**config.mk**
```make
export PLATFORM = sky130hd
export DESIGN_NAME = pcg_top
export DESIGN_NICKNAME = d
export VERILOG_FILES = /design/src/pcg_tmp_unused.v /design/src/pcg_top.v
export VERILOG_INCLUDE_DIRS = /design/src
export SDC_FILE = /design/constraint.sdc
export NUM_CORES = 1
export LEC_CHECK = 0
export ABC_AREA = 1
export ABC_CLOCK_PERIOD_IN_PS = 3800
export BUFFER_PORTS_ARGS = -buffer_cell sky130_fd_sc_hd__buf_2
export CAP_MARGIN = 20
export CORE_ASPECT_RATIO = 0.6
export CORE_MARGIN = 10
export CORE_UTILIZATION = 44
export CTS_CLUSTER_DIAMETER = 100
export CTS_CLUSTER_SIZE = 8
export DETAILED_ROUTE_END_ITERATION = 10
export PLACE_DENSITY_LB_ADDON = 0.12
export SYNTH_ARGS = -nofsm -noshare
export SYNTH_HDL_FRONTEND = slang
export SYNTH_SLANG_ARGS = --single-unit
```
**constraint.sdc**
```tcl
create_clock -name clk -period 3.8 [get_ports clk]
set_input_delay 0.57 -clock clk [delete_from_list [all_inputs] [get_ports clk]]
set_output_delay 0.57 -clock clk [all_outputs]
set_load 0.05 [all_outputs]
```
**src/pcg_consts.vh**
```
// Register indices, field positions and reset values of the clock generator
// How it works
// - Four peripheral clocks pick full-rate or divided source; six gate bits enable clocks
// - PCM clock runs only while enabled, divided by 12-bit integer from chosen source
// - Fraction pattern: leftmost one sets denominator, ones count numerator, spread over period
// - PDM role bit: zero is slave mode, one is master mode
// - PDM clock runs only while enabled, divided by 8-bit divisor
// - Rate converter clock runs only while enabled, divided by 8-bit divisor
// - USB pad power follows USB enable, or is forced on by bit zero
// - Pull-up switch A follows controller while USB enabled, or is forced off
// - Pull-up switch B follows controller while USB enabled, or is forced on
`ifndef PCG_CONSTS_VH
`define PCG_CONSTS_VH

// Register indices; byte address is four times the index
`define PCG_IDX_PER_SEL_GATE 32'h50001c04
`define PCG_IDX_PCM_DIV      32'h50001c40
`define PCG_IDX_PCM_FRAC     32'h50001c42
`define PCG_IDX_PDM_DIVISOR      32'h50001c44
`define PCG_IDX_RC_DIV       32'h50001c46
`define PCG_IDX_USB_PAD      32'h50001c4a

// Writable bits of each register
`define PCG_MASK_PER_SEL_GATE 16'h0f3f
`define PCG_MASK_PCM_DIV      16'h3fff
`define PCG_MASK_PCM_FRAC     16'hffff
`define PCG_MASK_PDM_DIVISOR      16'h03ff
`define PCG_MASK_RC_DIV       16'h01ff
`define PCG_MASK_USB_PAD      16'h0007

// Reset values
`define PCG_RST_VALUE 16'h0000

// Peripheral select / gate fields
`define PCG_SEL_LSB  8
`define PCG_SEL_MSB  11
`define PCG_GATE_LSB 0
`define PCG_GATE_MSB 5

// PCM divider fields
`define PCG_PCM_SRC_BIT 13
`define PCG_PCM_EN_BIT  12
`define PCG_PCM_DIV_MSB 11

// PDM and rate converter fields
`define PCG_PDM_ROLE_BIT 9
`define PCG_DIV8_EN_BIT  8
`define PCG_DIV8_MSB     7

// USB pad fields
`define PCG_USB_PWR_BIT   0
`define PCG_USB_A_OFF_BIT 1
`define PCG_USB_B_ON_BIT  2

`endif

```
**src/pcg_tmp_unused.v**
```verilog
`timescale 1ns/1ns

```
**src/pcg_top.v**
```verilog
// Peripheral clock generator: APB registers, clock gates, dividers, USB pads
//
// Register access over APB was chosen for this implementation.
`timescale 1ns/1ns
`default_nettype none
`include "pcg_consts.vh"

module pcg_clkdiv #(
    parameter DW = 12,
    parameter FW = 16
) (
    // Clock and reset
    input  wire          clk,
    input  wire          rstn,
    // Control
    input  wire          en,
    input  wire          tick,
    input  wire [DW-1:0] div,
    input  wire [FW-1:0] frac,
    // Generated clock
    output reg           clk_q
);
    reg  [DW:0]   cnt_q;
    reg  [3:0]    ptr_q;
    reg  [3:0]    msb;
    reg  [DW:0]   len;
    wire          run;
    integer       i;

    // Once enable drops, finish the high phase so no runt pulse leaves
    assign run = en | clk_q;

    // Leftmost one of the pattern fixes the denominator
    always @* begin
        msb = 4'h0;
        for (i = 0; i < FW; i = i + 1) begin
            if (frac[i]) begin
                msb = i[3:0];
            end
        end
    end

    // Half period length, stretched by one tick where the pattern holds a one
    always @* begin
        len = {1'b0, div};
        if (div == {DW{1'b0}}) begin
            len = {{DW{1'b0}}, 1'b1};
        end
        if (frac[ptr_q]) begin
            len = len + {{DW{1'b0}}, 1'b1};
        end
    end

    always @(posedge clk or negedge rstn) begin
        if (!rstn) begin
            cnt_q <= {(DW+1){1'b0}};
            ptr_q <= 4'h0;
            clk_q <= 1'b0;
        end else if (!run) begin
            cnt_q <= {(DW+1){1'b0}};
            ptr_q <= msb;
            clk_q <= 1'b0;
        end else if (tick) begin
            if (cnt_q + {{DW{1'b0}}, 1'b1} >= len) begin
                cnt_q <= {(DW+1){1'b0}};
                clk_q <= ~clk_q;
                if (ptr_q == 4'h0) begin
                    ptr_q <= msb;
                end else begin
                    ptr_q <= ptr_q - 4'h1;
                end
            end else begin
                cnt_q <= cnt_q + {{DW{1'b0}}, 1'b1};
            end
        end
    end
endmodule // pcg_clkdiv

module pcg_top #(
    parameter AW = 32
) (
    // Clock and reset
    input  wire          clk,
    input  wire          rstn,
    // APB slave
    input  wire          psel,
    input  wire          penable,
    input  wire          pwrite,
    input  wire [AW-1:0] paddr,
    input  wire [31:0]   pwdata,
    output reg  [31:0]   prdata,
    output reg           pready,
    output reg           pslverr,
    // Source clock ticks
    input  wire          full_rate_tick,
    input  wire          divided_tick,
    // Peripheral clock ticks: uart, spi, i2c, quad, infrared, keyscan
    output reg  [5:0]    periph_tick,
    output reg           adc_tick,
    // Generated clocks
    output wire          pcm_clk,
    output wire          pdm_clk,
    output wire          rate_converter_clk,
    output reg           pdm_role_select,
    // USB controller side
    input  wire          usb_enabled,
    input  wire          usb_ctrl_pullup_a,
    input  wire          usb_ctrl_pullup_b,
    // USB pad side
    output reg           usb_pad_power,
    output reg           pullup_switch_a,
    output reg           pullup_switch_b
);
    reg  [15:0] per_q;
    reg  [15:0] pcm_div_q;
    reg  [15:0] pcm_frac_q;
    reg  [15:0] pdm_divisor_q;
    reg  [15:0] rc_div_q;
    reg  [15:0] usb_q;
    reg  [15:0] rd_val;
    reg         hit;
    wire [7:0]  idx;
    wire        access;
    wire        wr_en;
    wire [15:0] wd;
    wire [3:0]  sel_tick;
    wire [5:0]  src_tick;
    wire        pcm_tick;
    genvar      g;

    // Low byte of each register index, compared against paddr[9:2]
    localparam [31:0] FULL_PER  = `PCG_IDX_PER_SEL_GATE;
    localparam [31:0] FULL_PCM  = `PCG_IDX_PCM_DIV;
    localparam [31:0] FULL_FRAC = `PCG_IDX_PCM_FRAC;
    localparam [31:0] FULL_PDM  = `PCG_IDX_PDM_DIVISOR;
    localparam [31:0] FULL_RC   = `PCG_IDX_RC_DIV;
    localparam [31:0] FULL_USB  = `PCG_IDX_USB_PAD;
    localparam [7:0]  IDX_PER   = FULL_PER[7:0];
    localparam [7:0]  IDX_PCM   = FULL_PCM[7:0];
    localparam [7:0]  IDX_FRAC  = FULL_FRAC[7:0];
    localparam [7:0]  IDX_PDM   = FULL_PDM[7:0];
    localparam [7:0]  IDX_RC    = FULL_RC[7:0];
    localparam [7:0]  IDX_USB   = FULL_USB[7:0];

    assign idx    = paddr[9:2];
    assign access = psel & penable & ~pready;
    assign wr_en  = psel & penable & pready & pwrite & ~pslverr;
    assign wd     = pwdata[15:0];

    // Address decode and read mux
    always @* begin
        hit    = 1'b1;
        rd_val = 16'h0000;
        case (idx)
            IDX_PER:  rd_val = per_q;
            IDX_PCM:  rd_val = pcm_div_q;
            IDX_FRAC: rd_val = pcm_frac_q;
            IDX_PDM:  rd_val = pdm_divisor_q;
            IDX_RC:   rd_val = rc_div_q;
            IDX_USB:  rd_val = usb_q;
            default:  hit = 1'b0;
        endcase
    end

    // One wait state; answer registered
    always @(posedge clk or negedge rstn) begin
        if (!rstn) begin
            pready  <= 1'b0;
            pslverr <= 1'b0;
            prdata  <= 32'h00000000;
        end else if (access) begin
            pready  <= 1'b1;
            pslverr <= ~hit;
            prdata  <= pwrite ? 32'h00000000 : {16'h0000, rd_val};
        end else begin
            pready  <= 1'b0;
            pslverr <= 1'b0;
        end
    end

    // Register writes take effect at the completing edge
    always @(posedge clk or negedge rstn) begin
        if (!rstn) begin
            per_q      <= `PCG_RST_VALUE;
            pcm_div_q  <= `PCG_RST_VALUE;
            pcm_frac_q <= `PCG_RST_VALUE;
            pdm_divisor_q  <= `PCG_RST_VALUE;
            rc_div_q   <= `PCG_RST_VALUE;
            usb_q      <= `PCG_RST_VALUE;
        end else if (wr_en) begin
            case (idx)
                IDX_PER:
                    per_q <= wd & `PCG_MASK_PER_SEL_GATE;
                IDX_PCM:
                    pcm_div_q <= wd & `PCG_MASK_PCM_DIV;
                IDX_FRAC:
                    pcm_frac_q <= wd & `PCG_MASK_PCM_FRAC;
                IDX_PDM:
                    pdm_divisor_q <= wd & `PCG_MASK_PDM_DIVISOR;
                IDX_RC:
                    rc_div_q <= wd & `PCG_MASK_RC_DIV;
                IDX_USB:
                    usb_q <= wd & `PCG_MASK_USB_PAD;
                default: ;
            endcase
        end
    end

    // Source selection for adc, keyscan, i2c, spi
    generate
        for (g = 0; g < 4; g = g + 1) begin : g_sel
            assign sel_tick[g] = per_q[`PCG_SEL_LSB + g] ?
                                 full_rate_tick : divided_tick;
        end
    endgenerate

    // Order: uart, spi, i2c, quad, infrared, keyscan
    assign src_tick = {sel_tick[2], divided_tick, divided_tick,
                       sel_tick[1], sel_tick[0], divided_tick};

    generate
        for (g = 0; g < 6; g = g + 1) begin : g_gate
            always @(posedge clk or negedge rstn) begin
                if (!rstn) begin
                    periph_tick[g] <= 1'b0;
                end else begin
                    periph_tick[g] <= src_tick[g] &
                                      per_q[`PCG_GATE_LSB + g];
                end
            end
        end
    endgenerate

    always @(posedge clk or negedge rstn) begin
        if (!rstn) begin
            adc_tick <= 1'b0;
        end else begin
            adc_tick <= sel_tick[3];
        end
    end

    assign pcm_tick = pcm_div_q[`PCG_PCM_SRC_BIT] ?
                      full_rate_tick : divided_tick;

    pcg_clkdiv #(.DW(12), .FW(16)) u_pcm (
        .clk   (clk),
        .rstn  (rstn),
        .en    (pcm_div_q[`PCG_PCM_EN_BIT]),
        .tick  (pcm_tick),
        .div   (pcm_div_q[`PCG_PCM_DIV_MSB:0]),
        .frac  (pcm_frac_q),
        .clk_q (pcm_clk)
    );

    pcg_clkdiv #(.DW(8), .FW(16)) u_pdm (
        .clk   (clk),
        .rstn  (rstn),
        .en    (pdm_divisor_q[`PCG_DIV8_EN_BIT]),
        .tick  (divided_tick),
        .div   (pdm_divisor_q[`PCG_DIV8_MSB:0]),
        .frac  (16'h0000),
        .clk_q (pdm_clk)
    );

    pcg_clkdiv #(.DW(8), .FW(16)) u_rc (
        .clk   (clk),
        .rstn  (rstn),
        .en    (rc_div_q[`PCG_DIV8_EN_BIT]),
        .tick  (divided_tick),
        .div   (rc_div_q[`PCG_DIV8_MSB:0]),
        .frac  (16'h0000),
        .clk_q (rate_converter_clk)
    );

    // PDM role and USB pad controls
    always @(posedge clk or negedge rstn) begin
        if (!rstn) begin
            pdm_role_select <= 1'b0;
            usb_pad_power   <= 1'b0;
            pullup_switch_a <= 1'b0;
            pullup_switch_b <= 1'b0;
        end else begin
            pdm_role_select <= pdm_divisor_q[`PCG_PDM_ROLE_BIT];
            usb_pad_power   <= usb_q[`PCG_USB_PWR_BIT] | usb_enabled;
            pullup_switch_a <= ~usb_q[`PCG_USB_A_OFF_BIT] &
                               usb_enabled & usb_ctrl_pullup_a;
            pullup_switch_b <= usb_q[`PCG_USB_B_ON_BIT] |
                               (usb_enabled & usb_ctrl_pullup_b);
        end
    end
endmodule // pcg_top
`default_nettype wire

```
==> flow_metrics.tcl, run 1 <==
set metrics [dict create \
    outcome "completed" \
    gr-usage-all-layers 0.183 \
    ys_async_sr_fraction 1.00 \
    synthToLayoutAreaGrowth_pct 15.2 \
    netlist_instances 914 \
    number_of_max_cap_violations 0 \
    rr_worst_depth 19 \
    p_total_mw 3.31 \
    finalHoldViolCount 0 \
    detailedPlace.worstSlack_ns 0.539 \
    cellLeakagePower_nw 4.17 \
    first_global_vias 5785 \
    clk_transition_reported_paths_ns 0.06 \
    critPathSlowestCell "sky130_fd_sc_hd__o21ai_0" \
    setup.worst_path.end_class "flip-flop" \
    placed_cell_area_um2 7840 \
    worst-endpoint-required_ns 4.12 \
    ctsHtreeMaxLevel 4 \
    clockBufferDepth 2 \
    vias 6233 \
    timing.rr.start "u_pcm.ptr_q[1]" \
    antenna-diode-count 0 \
    final.min_clock_period_ns 3.28 \
    slew-limit-headroom 0.420 \
    cts_tree "built" \
    fraction_of_final_layout_cells_with_drive_strength_greater_than_1 0.137 \
    place_congestion 0.890 \
    yosys_most_used_dff "sky130_fd_sc_hd__dfrtp_1" \
    cts_root_buffer "sky130_fd_sc_hd__clkbuf_16" \
    layout_worst_path_cycle_share 0.862 \
    critPathMaxFanout 9 \
    routed_wl_um 20300 \
    detail_route.iter0.violations 697 \
    reg2reg_slack_ns 0.52 \
    cts-hold-fix-buffers 0 \
    fin_tns_setup_ns 0 \
    ant_nets 0 \
    post_synth.cell_area_avg_um2 8.04 \
    grt_setup_unrepaired "no" \
    finish.instance_area_um2 8470 \
    timing.fmax_ghz 0.305 \
    post_synth_edffs 0 \
    post-cts-setup-buffer-count 0 \
    synth.cell_area_um2 7350 \
    floorplan_core_area_um2 16300 \
    antenna_found_initial 0 \
    slew_violations 0 \
    wl_per_cell_um 16.6 \
    std_cell_rows 36 \
    cts_inserted_buffers 17 \
    avgViaCountPerCell 5.09 \
    min-delay-path-class "input pin to async pin" \
    fp.dieW_um 187 \
    sequential_share_of_the_synthesized_area 0.439 \
    ios 122 \
    power.density_cell_area_nw_per_um2 391 \
    timing.rr.end "u_pcm.ptr_q[0]" \
    start_util 0.451 \
    gr-total-overflow 0 \
    timing.critical_path.cells "inv_1, a21oi_1, o21ai_0, nand3_1, nand3_2, nand2_4, nor2_8, nand2_4, nor2_2, xor2_1, ha_1, a21oi_1, o21ai_0, a21oi_1, nand3_1, o21ai_0, nor2_1, nand2_1, nand2_1" \
    pin_count_of_the_biggest_net_entering_global_routing 92 \
    worstSetupPathType "flip-flop to flip-flop" \
    layout.nets 1090 \
    portBuffers 65 \
    floorplan.die_area_um2 22400 \
    drt-pass1-iter-count 5 \
    max_slew.worst_pin.slew_ns 0.871 \
    grt_first_pass_wirelength_um 32600 \
    final.setup.worst_slack_ns 0.524 \
    hpwl_um 15200 \
    clkSinkCount 129 \
    clk-insertion-delay-late_ns 0.43 \
    cts-resized-gates 0 \
    drt_drc_violations_left 0 \
    fp.dieH_um 120 \
    synth.distinct_cells 57 \
    final.setup_skew_ns 0.00753 \
    setup_failing_eps_final 0 \
    cp_slowest_stage_delay_ns 0.48 \
    vdd_ir_drop_max_uv 208 \
    crit_arrival_ns 3.60 \
    yosys_register_bits 129 \
    synth.yosys.warnings 0 \
    setup.worst_path.start_class "flip-flop" \
]
## Yosys cell counts (2+ instances only)
master                      count  area share
sky130_fd_sc_hd__a211oi_1       4      0.0041
sky130_fd_sc_hd__ha_1          33       0.056
sky130_fd_sc_hd__nand3b_1       2      0.0020
sky130_fd_sc_hd__nor2_2         4      0.0034
sky130_fd_sc_hd__dfrtp_1      129        0.44
sky130_fd_sc_hd__o21ai_0      101       0.069
sky130_fd_sc_hd__o21ai_1       21       0.014
sky130_fd_sc_hd__xor2_1        25       0.030
sky130_fd_sc_hd__o211ai_1       3      0.0031
sky130_fd_sc_hd__nor4_1         5      0.0043
sky130_fd_sc_hd__nand2_1      213        0.11
sky130_fd_sc_hd__nor3_2         3      0.0041
sky130_fd_sc_hd__nand2_2        3      0.0026
sky130_fd_sc_hd__o22ai_1       15       0.013
sky130_fd_sc_hd__o31ai_1        4      0.0041
sky130_fd_sc_hd__inv_1        122       0.062
sky130_fd_sc_hd__or2_2          2      0.0017
sky130_fd_sc_hd__a221oi_1       3      0.0036
sky130_fd_sc_hd__nand4_1       13       0.011
sky130_fd_sc_hd__buf_2          5      0.0034
sky130_fd_sc_hd__xnor2_1        2      0.0024
sky130_fd_sc_hd__inv_2          5      0.0026
sky130_fd_sc_hd__nand2_4        3      0.0046
sky130_fd_sc_hd__a32o_1         2      0.0027
sky130_fd_sc_hd__nor3_1         8      0.0054
sky130_fd_sc_hd__nand3_1       39       0.027
sky130_fd_sc_hd__o2bb2ai_1      4      0.0048
sky130_fd_sc_hd__a21oi_1       34       0.023
sky130_fd_sc_hd__o221ai_1       2      0.0024
sky130_fd_sc_hd__buf_6          3      0.0046
sky130_fd_sc_hd__buf_4         17       0.017
sky130_fd_sc_hd__clkbuf_1       9      0.0046
sky130_fd_sc_hd__nor2_1        51       0.026
sky130_fd_sc_hd__nand3_2        2      0.0027
## cell usage in the layout, fill, tap and decap left out, types with 5 or more instances in the layout
| cell | n |
|---|---|
| sky130_fd_sc_hd__buf_2 | 64 |
| sky130_fd_sc_hd__nor4_1 | 5 |
| sky130_fd_sc_hd__nor2_1 | 51 |
| sky130_fd_sc_hd__inv_1 | 122 |
| sky130_fd_sc_hd__nand4_1 | 13 |
| sky130_fd_sc_hd__o21ai_1 | 21 |
| sky130_fd_sc_hd__xor2_1 | 25 |
| sky130_fd_sc_hd__conb_1 | 16 |
| sky130_fd_sc_hd__buf_4 | 6 |
| sky130_fd_sc_hd__nand3_1 | 39 |
| sky130_fd_sc_hd__nand2_1 | 213 |
| sky130_fd_sc_hd__o21ai_0 | 101 |
| sky130_fd_sc_hd__a21oi_1 | 34 |
| sky130_fd_sc_hd__clkbuf_16 | 17 |
| sky130_fd_sc_hd__nor3_1 | 8 |
| sky130_fd_sc_hd__o22ai_1 | 15 |
| sky130_fd_sc_hd__ha_1 | 33 |
| sky130_fd_sc_hd__dfrtp_1 | 129 |
| sky130_fd_sc_hd__inv_2 | 5 |
## cell families (layout without fill, tap and decap cells)
kind of cell | after synthesis | in the layout | share of synthesized area
other | 1 | 16 | 0.000510
adder cells (fa/ha/maj) | 33 | 33 | 0.0562
buffers and inverters | 165 | 232 | 0.0973
AO/OA/AOI/OAI | 201 | 201 | 0.154
XOR/XNOR | 27 | 27 | 0.0322
multiplexers | 1 | 1 | 0.00153
AND/OR/NAND/NOR | 357 | 357 | 0.219
flip-flops | 129 | 129 | 0.439
## through the flow
stage	instances	hold slack [ns]	util
after floorplan	929	0.274	-
after global placement	1192	0.461	0.481
after detailed placement	1192	0.457	0.481
after CTS	1224	0.249	0.519
after global routing	1224	0.272	0.519
final	1224	0.207	0.519
## routing by layer
metal | part of all wire | global-route usage | wire (um) | vias to the layer above
li1 | - | - | - | 3130
met1 | 0.54 | 0.293 | 11000 | 2856
met2 | 0.35 | 0.217 | 7150 | 228
met3 | 0.097 | 0.0622 | 1970 | 19
met4 | 0.010 | 0.0512 | 212 | 0
met5 | 0 | 0 | 0 | -
## registers in the layout, indices dropped and copies added, names as in the netlist, 9 cells and up
signal / cells
pcm_div_q: 14
pcm_frac_q: 16
pdm_divisor_q: 10
per_q: 10
prdata: 16
rc_div_q: 9
u_pcm.cnt_q: 13
u_pdm.cnt_q: 9
u_rc.cnt_q: 9
## where the power goes
group / switching (mW) / internal [mW]
combinational: 0.138 / 0.0351
clock: 0.642 / 1.11
sequential: 0.00525 / 1.38
## worst max path at each step
stage | cells after the start | from | slack [ns] | to
4_1_cts | 17 | u_pcm.cnt_q[0] | 0.52 | u_pcm.ptr_q[0]
2_1_floorplan | 21 | u_pcm.ptr_q[0] | 1.04 | u_pcm.cnt_q[10]
3_5_place_dp | 17 | u_pcm.cnt_q[0] | 0.54 | u_pcm.ptr_q[0]
6_report | 19 | u_pcm.ptr_q[1] | 0.52 | u_pcm.ptr_q[0]
3_3_place_gp | 17 | u_pcm.cnt_q[0] | 0.59 | u_pcm.ptr_q[0]
5_1_grt | 17 | u_pcm.cnt_q[0] | 0.18 | u_pcm.ptr_q[0]
## layout make-up
class / count / area (um^2)
clock buffer: 18 / 439
clock inverter: 14 / 189
fill: 1626 / 7840
inverter: 129 / 487
multi-input combinational: 635 / 3460
sequential: 129 / 3230
tap: 228 / 285
timing repair buffer: 71 / 377
## critical path, delay by kind of cell, from the launching register on
kind                       cells  cell delay, ns
AOI/OAI and AO/OA              6            1.01
adders and majority gates      1            0.30
and+or+nand+nor               10            1.00
xor gates and xnor gates       1            0.18
DFF                            1            0.43
buffers and inverters          1            0.24
(Power assumes the default switching activity.)
==> run 2: changes to the inputs <==
--- a/config.mk
+++ b/config.mk
@@ -16,7 +16,9 @@
 export CTS_CLUSTER_DIAMETER = 100
 export CTS_CLUSTER_SIZE = 8
 export DETAILED_ROUTE_END_ITERATION = 10
+export MAX_ROUTING_LAYER = met4
 export PLACE_DENSITY_LB_ADDON = 0.12
 export SYNTH_ARGS = -nofsm -noshare
 export SYNTH_HDL_FRONTEND = slang
+export SYNTH_HIERARCHICAL = 1
 export SYNTH_SLANG_ARGS = --single-unit
==> run 2 against run 1 <==
Count of clock-buffer cells in the layout up 2. Wire length grew 18%. Register-to-register slack worse by 0.10 ns. Fmax is 3.0% lower. Flip-flop and latch count is 8 higher. Critical path depth fell by 3. Clock skew rose by 0.0026 ns. Combinational power rose to 5.8 times the previous value. Sequential power up 17%. Critical path type unchanged. Largest cell class unchanged.
==> flow_metrics.tcl, run 2 <==
set metrics [dict create \
    final.setup.worst_slack_ns 0.422 \
    power.share.combinational 0.225 \
    layout_common_cells "306 x sky130_fd_sc_hd__nand2_1, 175 x sky130_fd_sc_hd__inv_1, 137 x sky130_fd_sc_hd__dfrtp_1" \
    vias 8054 \
    power.density_cell_area_nw_per_um2 429 \
    ios 122 \
    post-cts-setup-buffer-count 0 \
    synth.distinct_cells 47 \
    finalHoldViolCount 0 \
    largestRegisters "pcm_frac_q x16, prdata x16, pcm_div_q x14" \
    setup.worst_path.end_class "flip-flop" \
    cts_inserted_buffers 17 \
    synth.area.top_cells "sky130_fd_sc_hd__dfrtp_1 38%, sky130_fd_sc_hd__nand2_1 13%, sky130_fd_sc_hd__inv_1 7.2%, sky130_fd_sc_hd__o21ai_0 5.9%, sky130_fd_sc_hd__nand3_1 5.1%" \
    worst-endpoint-required_ns 4.11 \
    floorplan_core_area_um2 20100 \
    critPathMaxFanout 11 \
    synthToLayoutAreaGrowth_pct 15.9 \
    cts_tree "built" \
    synth_largest_area_cell "sky130_fd_sc_hd__dfrtp_1" \
    worst_path_most_repeated_cell "sky130_fd_sc_hd__o21ai_0" \
    gr-total-overflow 0 \
    placed_cell_area_um2 9860 \
    clk-insertion-delay-late_ns 0.43 \
    cellLeakagePower_nw 5.42 \
    gr-usage-all-layers 0.185 \
    layout_worst_path_cycle_share 0.889 \
    slew_violations 0 \
    ant_nets 0 \
    post_synth_mux_area_share 0.00331 \
    switching_fraction_of_total_power 0.327 \
    setup_failing_eps_final 0 \
    hpwl_um 18400 \
    post_synth_edffs 0 \
    clkSinkCount 137 \
    antenna_found_initial 0 \
    mostFrequentLayoutCell "sky130_fd_sc_hd__nand2_1" \
    pwr-share-seq 0.359 \
    cts-resized-gates 0 \
    yosys_most_used_dff "sky130_fd_sc_hd__dfrtp_1" \
    timing.fmax_ghz 0.296 \
    ctsHtreeMaxLevel 4 \
    post_synth.cell_area_avg_um2 7.29 \
    fraction_of_final_layout_cells_with_drive_strength_greater_than_1 0.118 \
    worst_path_dominant_cell_family "compound AO/OA/AOI/OAI gates" \
    fin_tns_setup_ns 0 \
    post_synthesis_compound_gate_area_fraction 0.130 \
    clk_transition_reported_paths_ns 0.06 \
    synth_xor_xnor_area_share 0.0396 \
    rr_worst_depth 16 \
    first_global_vias 7397 \
    avgViaCountPerCell 4.84 \
    post_synth_and_or_nand_nor_area_fraction 0.288 \
    cts_root_buffer "sky130_fd_sc_hd__clkbuf_16" \
    routed_wl_um 24000 \
    post_synth_fa_ha_maj_area_fraction 0.0510 \
    max_slew.worst_pin.slew_ns 0.772 \
    fp.dieH_um 131 \
    share_clk_of_total_power 0.416 \
    layout.nets 1490 \
    clockBufferDepth 2 \
    timing.rr.start "u_pcm/ptr_q[0]" \
    cts-hold-fix-buffers 0 \
    std_cell_rows 40 \
    slew-limit-headroom 0.483 \
    sequential_share_of_the_synthesized_area 0.378 \
    worst_setup_path_startpoint "u_pcm/ptr_q[0]" \
    detailedPlace.worstSlack_ns 0.503 \
    critPathSlowestCell "sky130_fd_sc_hd__dfrtp_1" \
    detail_route.iter0.violations 782 \
    synth.cell_area_um2 9070 \
    number_of_max_cap_violations 0 \
    grt_setup_unrepaired "no" \
    most_frequent_cell_after_synthesis "sky130_fd_sc_hd__nand2_1" \
    yosys_register_bits 137 \
    final.min_clock_period_ns 3.38 \
    outcome "completed" \
    postLayoutCoreUtil 0.523 \
    synthDominantCellAreaShare 0.378 \
    antenna-diode-count 0 \
    netlist_instances 1244 \
    drt_drc_violations_left 0 \
    vdd_ir_drop_max_uv 301 \
    drt-pass1-iter-count 5 \
    fp.dieW_um 205 \
    pin_count_of_the_biggest_net_entering_global_routing 76 \
    place_congestion 0.910 \
    final.setup_skew_ns 0.0102 \
    timing.critical_path.cells "inv_2, o21ai_0, nand3_1, nand3_2, nand2_4, nor2_1, xor2_1, ha_1, a21oi_1, o21ai_0, o21ai_0, o2111ai_1, nand2_1, inv_1, nand2_1, o21ai_0" \
    cp_slowest_stage_delay_ns 0.57 \
    grt_first_pass_wirelength_um 39300 \
    worstPathBufferInverterCount 2 \
    ys_async_sr_fraction 1.00 \
    crit_arrival_ns 3.69 \
    reg2reg_slack_ns 0.42 \
    power_switching_mw 1.47 \
    worstSetupPathType "flip-flop to flip-flop" \
    synth.yosys.warnings 6 \
    portBuffers 65 \
    cell_internal_pwr_mw 3.03 \
    setup.worst_path.start_class "flip-flop" \
    min-delay-path-class "input pin to async pin" \
    netlist_top_cells_count "306 x sky130_fd_sc_hd__nand2_1, 175 x sky130_fd_sc_hd__inv_1, 137 x sky130_fd_sc_hd__dfrtp_1, 107 x sky130_fd_sc_hd__o21ai_0, 93 x sky130_fd_sc_hd__nand3_1" \
    start_util 0.451 \
    wl_per_cell_um 14.4 \
    timing.rr.end "u_pcm/ptr_q[1]" \
    cp_num_cells 16 \
    synth_top_family_by_area "simple AND/OR/NAND/NOR gates" \
    finish.instance_area_um2 10500 \
    floorplan.die_area_um2 27000 \
]
==> run 2: changes by cell type in the layout (fill, tap and decap cells not counted), sizes merged, moves of 12 or more <==
cell | before | now
nand3 | 42 | 104
inv | 128 | 193
conb | 16 | 88
nor2 | 57 | 102
nand2 | 219 | 320
o22ai | 15 | 0
o21ai | 123 | 143
xor2 | 25 | 37
a21oi | 34 | 54
==> run 2: cell families (layout without fill, tap and decap cells) <==
group / after synthesis / count (layout)
buffers and inverters: 235 / 296
xor gates and xnor gates: 41 / 41
AOI/OAI and AO/OA: 221 / 221
and+or+nand+nor: 570 / 570
adders and majority gates: 37 / 37
muxes: 2 / 2
DFF: 137 / 137
other: 1 / 88
==> run 2: final cells by class <==
class / instances / area, um^2
fillers: 2009 / 9610
multi-input cells: 959 / 4970
flip-flops and latches: 137 / 3430
inverters: 194 / 731
clock buffers: 20 / 447
repair buffers: 70 / 382
well taps: 273 / 342
clock inverters: 12 / 211
==> run 2: stage by stage <==
stage	std cells	total power, mW	hold slack, ns
4_1_cts	1665	4.53	0.197
2_1_floorplan	1331	2.43	0.274
5_1_grt	1665	4.78	0.235
3_3_place_gp	1633	2.64	0.455
3_5_place_dp	1633	2.65	0.455
6_report	1665	4.51	0.179
==> run 2: routing by layer <==
layer / GRT usage / wire length, um
met4: 0.0411 / 197
met1: 0.290 / 13200
met2: 0.229 / 8940
met3: 0.0393 / 1700
met5: - / 0
==> run 2: how the worst max path moves through the flow <==
stage,endpoint
6_report,u_pcm/ptr_q[1]
4_1_cts,u_pcm/ptr_q[1]
2_1_floorplan,u_pcm/cnt_q[10]
3_3_place_gp,u_pcm/ptr_q[1]
3_5_place_dp,u_pcm/ptr_q[1]
5_1_grt,u_pcm/ptr_q[1]
==> run 2: power groups by stage <==
stage	registers, mW	logic, mW	clock network, mW
after floorplan	1.65	0.777	0
after detailed placement	1.64	1.01	0
after global placement	1.64	0.997	0
final	1.62	1.01	1.88
after global routing	1.64	1.17	1.97
after CTS	1.62	1.01	1.91
==> run 2: worst reg2reg max path, cell delays in order (launching register included) <==
cell	delay, ns
sky130_fd_sc_hd__dfrtp_1	0.57
sky130_fd_sc_hd__inv_2	0.18
sky130_fd_sc_hd__o21ai_0	0.22
sky130_fd_sc_hd__nand3_1	0.12
sky130_fd_sc_hd__nand3_2	0.11
sky130_fd_sc_hd__nand2_4	0.10
sky130_fd_sc_hd__nor2_1	0.20
sky130_fd_sc_hd__xor2_1	0.21
sky130_fd_sc_hd__ha_1	0.27
sky130_fd_sc_hd__a21oi_1	0.12
sky130_fd_sc_hd__o21ai_0	0.08
sky130_fd_sc_hd__o21ai_0	0.36
sky130_fd_sc_hd__o2111ai_1	0.23
sky130_fd_sc_hd__nand2_1	0.25
sky130_fd_sc_hd__inv_1	0.12
sky130_fd_sc_hd__nand2_1	0.07
sky130_fd_sc_hd__o21ai_0	0.07
==> run 3: changes to the inputs <==
--- a/config.mk
+++ b/config.mk
@@ -13,6 +13,7 @@
 export CORE_ASPECT_RATIO = 0.6
 export CORE_MARGIN = 10
 export CORE_UTILIZATION = 44
+export CTS_BUF_LIST = sky130_fd_sc_hd__clkbuf_2
 export CTS_CLUSTER_DIAMETER = 100
 export CTS_CLUSTER_SIZE = 8
 export DETAILED_ROUTE_END_ITERATION = 10
==> run 3 against run 2 <==
Design area fell by 2.3%. Count of clock-buffer cells in the layout decreased by 1. Combinational power hardly changed. Flip-flop and latch count is the same. First-iteration DRC count decreased by 9.1%. Cell count up 0.72%. Global-route usage is 0.052 points lower. Die area stayed put. Sequential share of layout area grew 0.78 points. Non-clock buffer count increased by 10. Fmax rose by 2.8%. Largest cell class unchanged.
==> flow_metrics.tcl, run 3 (same netlist as run 2, synthesis figures left out) <==
set metrics [dict create \
    max_slew.worst_pin.slew_ns 0.761 \
    floorplan_core_area_um2 20100 \
    cts_root_buffer "sky130_fd_sc_hd__clkbuf_2" \
    std_cell_rows 40 \
    gr-total-overflow 0 \
    critPathMaxFanout 12 \
    largestRegisters "pcm_frac_q x16, prdata x16, pcm_div_q x14" \
    cts_tree "built" \
    dpl.cell_count 1633 \
    ios 122 \
    placed_cell_area_um2 9860 \
    setup.worst_path.end_class "flip-flop" \
    layout_worst_path_cycle_share 0.865 \
    slew_violations 0 \
    floorplan.die_area_um2 27000 \
    drt_drc_violations_left 0 \
    layout_common_cells "306 x sky130_fd_sc_hd__nand2_1, 175 x sky130_fd_sc_hd__inv_1, 136 x sky130_fd_sc_hd__dfrtp_1" \
    drt-pass1-iter-count 5 \
    layoutNonFillerInstCount 1677 \
    crit_arrival_ns 3.92 \
    final.setup_skew_ns 0.0441 \
    final.min_clock_period_ns 3.29 \
    post-cts-setup-buffer-count 0 \
    clk_transition_reported_paths_ns 0.23 \
    clkSinkCount 137 \
    clockBufferDepth 2 \
    hold_slack_ns 0.0856 \
    cellLeakagePower_nw 5.32 \
    outcome "completed" \
    cts_inserted_buffers 17 \
    wl_per_cell_um 14.3 \
    avgViaCountPerCell 4.81 \
    mostFrequentLayoutCell "sky130_fd_sc_hd__nand2_1" \
    timing.fmax_ghz 0.304 \
    fin_tns_setup_ns 0 \
    setup.worst_path.start_class "flip-flop" \
    vias 8067 \
    grt_setup_unrepaired "no" \
    register_area_um2 3430 \
    routed_wl_um 24000 \
    number_of_max_cap_violations 0 \
    fraction_of_final_layout_cells_with_drive_strength_greater_than_1 0.118 \
    ctsHtreeMaxLevel 4 \
    slew-limit-headroom 0.491 \
    vdd_ir_drop_max_uv 219 \
    synthToLayoutAreaGrowth_pct 13.2 \
    detail_route.iter0.violations 711 \
    clk-insertion-delay-late_ns 0.75 \
    finalHoldViolCount 0 \
    first_global_vias 7362 \
    fp.dieH_um 131 \
    worst-endpoint-required_ns 4.43 \
    grt_first_pass_wirelength_um 39100 \
    antenna_found_initial 1 \
    place_congestion 0.910 \
    pin_count_of_the_biggest_net_entering_global_routing 76 \
    start_util 0.451 \
    fp.dieW_um 205 \
    hpwl_um 18400 \
    multi_input_comb_area_um2 4970 \
    setup_failing_eps_final 0 \
    finish.instance_area_um2 10300 \
    ant_nets 0 \
    layout.nets 1500 \
    portBuffers 65 \
    gr-usage-all-layers 0.184 \
    worstSetupPathType "flip-flop to flip-flop" \
    min-delay-path-class "input pin to flip-flop" \
    fillCellCount 2039 \
    power.density_cell_area_nw_per_um2 364 \
]
==> run 3: routing by layer <==
| layer | vias to the layer above | GRT usage | wire (um) |
|---|---|---|---|
| met5 | - | - | 0 |
| met4 | 0 | 0.0309 | 123 |
| met3 | 10 | 0.0447 | 1560 |
| met2 | 189 | 0.228 | 8890 |
| met1 | 3657 | 0.290 | 13400 |
| li1 | 4211 | - | - |
==> run 3: power breakdown <==
part	internal [mW]	total (mW)	switching (mW)
Clock	0.513	1.10	0.591
Combinational	0.330	1.02	0.691
Sequential	1.52	1.62	0.101
Total	2.36	3.74	1.38
==> run 3: cell type report <==
type                       count  share of cell area
antenna                        2            0.000487
clock buffer                  19             0.00926
clock inverter                13              0.0209
inverter                     194              0.0711
multi-input combinational    959               0.484
sequential                   137               0.334
tap                          273              0.0333
timing repair buffer          80              0.0469
==> run 3: worst max-delay path, cell delays in order (launching register included) <==
cell	delay (ns)
sky130_fd_sc_hd__dfrtp_2	0.54
sky130_fd_sc_hd__inv_2	0.18
sky130_fd_sc_hd__a21oi_1	0.08
sky130_fd_sc_hd__o21ai_0	0.09
sky130_fd_sc_hd__nand3_1	0.12
sky130_fd_sc_hd__nand3_2	0.11
sky130_fd_sc_hd__nand2_4	0.10
sky130_fd_sc_hd__nor2_1	0.20
sky130_fd_sc_hd__xor2_1	0.21
sky130_fd_sc_hd__ha_1	0.27
sky130_fd_sc_hd__a21oi_1	0.12
sky130_fd_sc_hd__o21ai_0	0.08
sky130_fd_sc_hd__o21ai_0	0.35
sky130_fd_sc_hd__nand3_1	0.18
sky130_fd_sc_hd__nor2_1	0.13
sky130_fd_sc_hd__buf_4	0.20
sky130_fd_sc_hd__nand3_1	0.08
sky130_fd_sc_hd__o21ai_0	0.13
==> run 3: repair_timing <==
action                                 in CTS  in global routing
setup endpoints to repair                   0                  1
hold buffers                                7                  3
gates resized for setup                     0                  1
endpoints found under the hold margin      79                  3
==> run 3: per-stage QoR <==
stage	power [mW]	worst slack, ns	utilization
2_1_floorplan	2.43	1.15	-
3_3_place_gp	2.64	0.562	0.490
3_5_place_dp	2.65	0.503	0.490
4_1_cts	3.77	0.464	0.509
5_1_grt	4.03	0.138	0.511
6_report	3.74	0.515	0.511
==> run 3: final timing paths <==
check                                 start              end  slack, ns  cells past startpoint
max                          u_pcm/ptr_q[0]   u_pcm/cnt_q[4]       0.51                     17
min                          full_rate_tick         adc_tick       0.09                      3
max reg2reg                  u_pcm/ptr_q[0]   u_pcm/cnt_q[4]       0.51                     17
min reg2reg                pdm_divisor_q[9]  pdm_role_select       0.48                      0
max in group asynchronous              rstn   periph_tick[1]       2.58                      3
min in group asynchronous              rstn   u_pdm/cnt_q[8]       0.38                      2
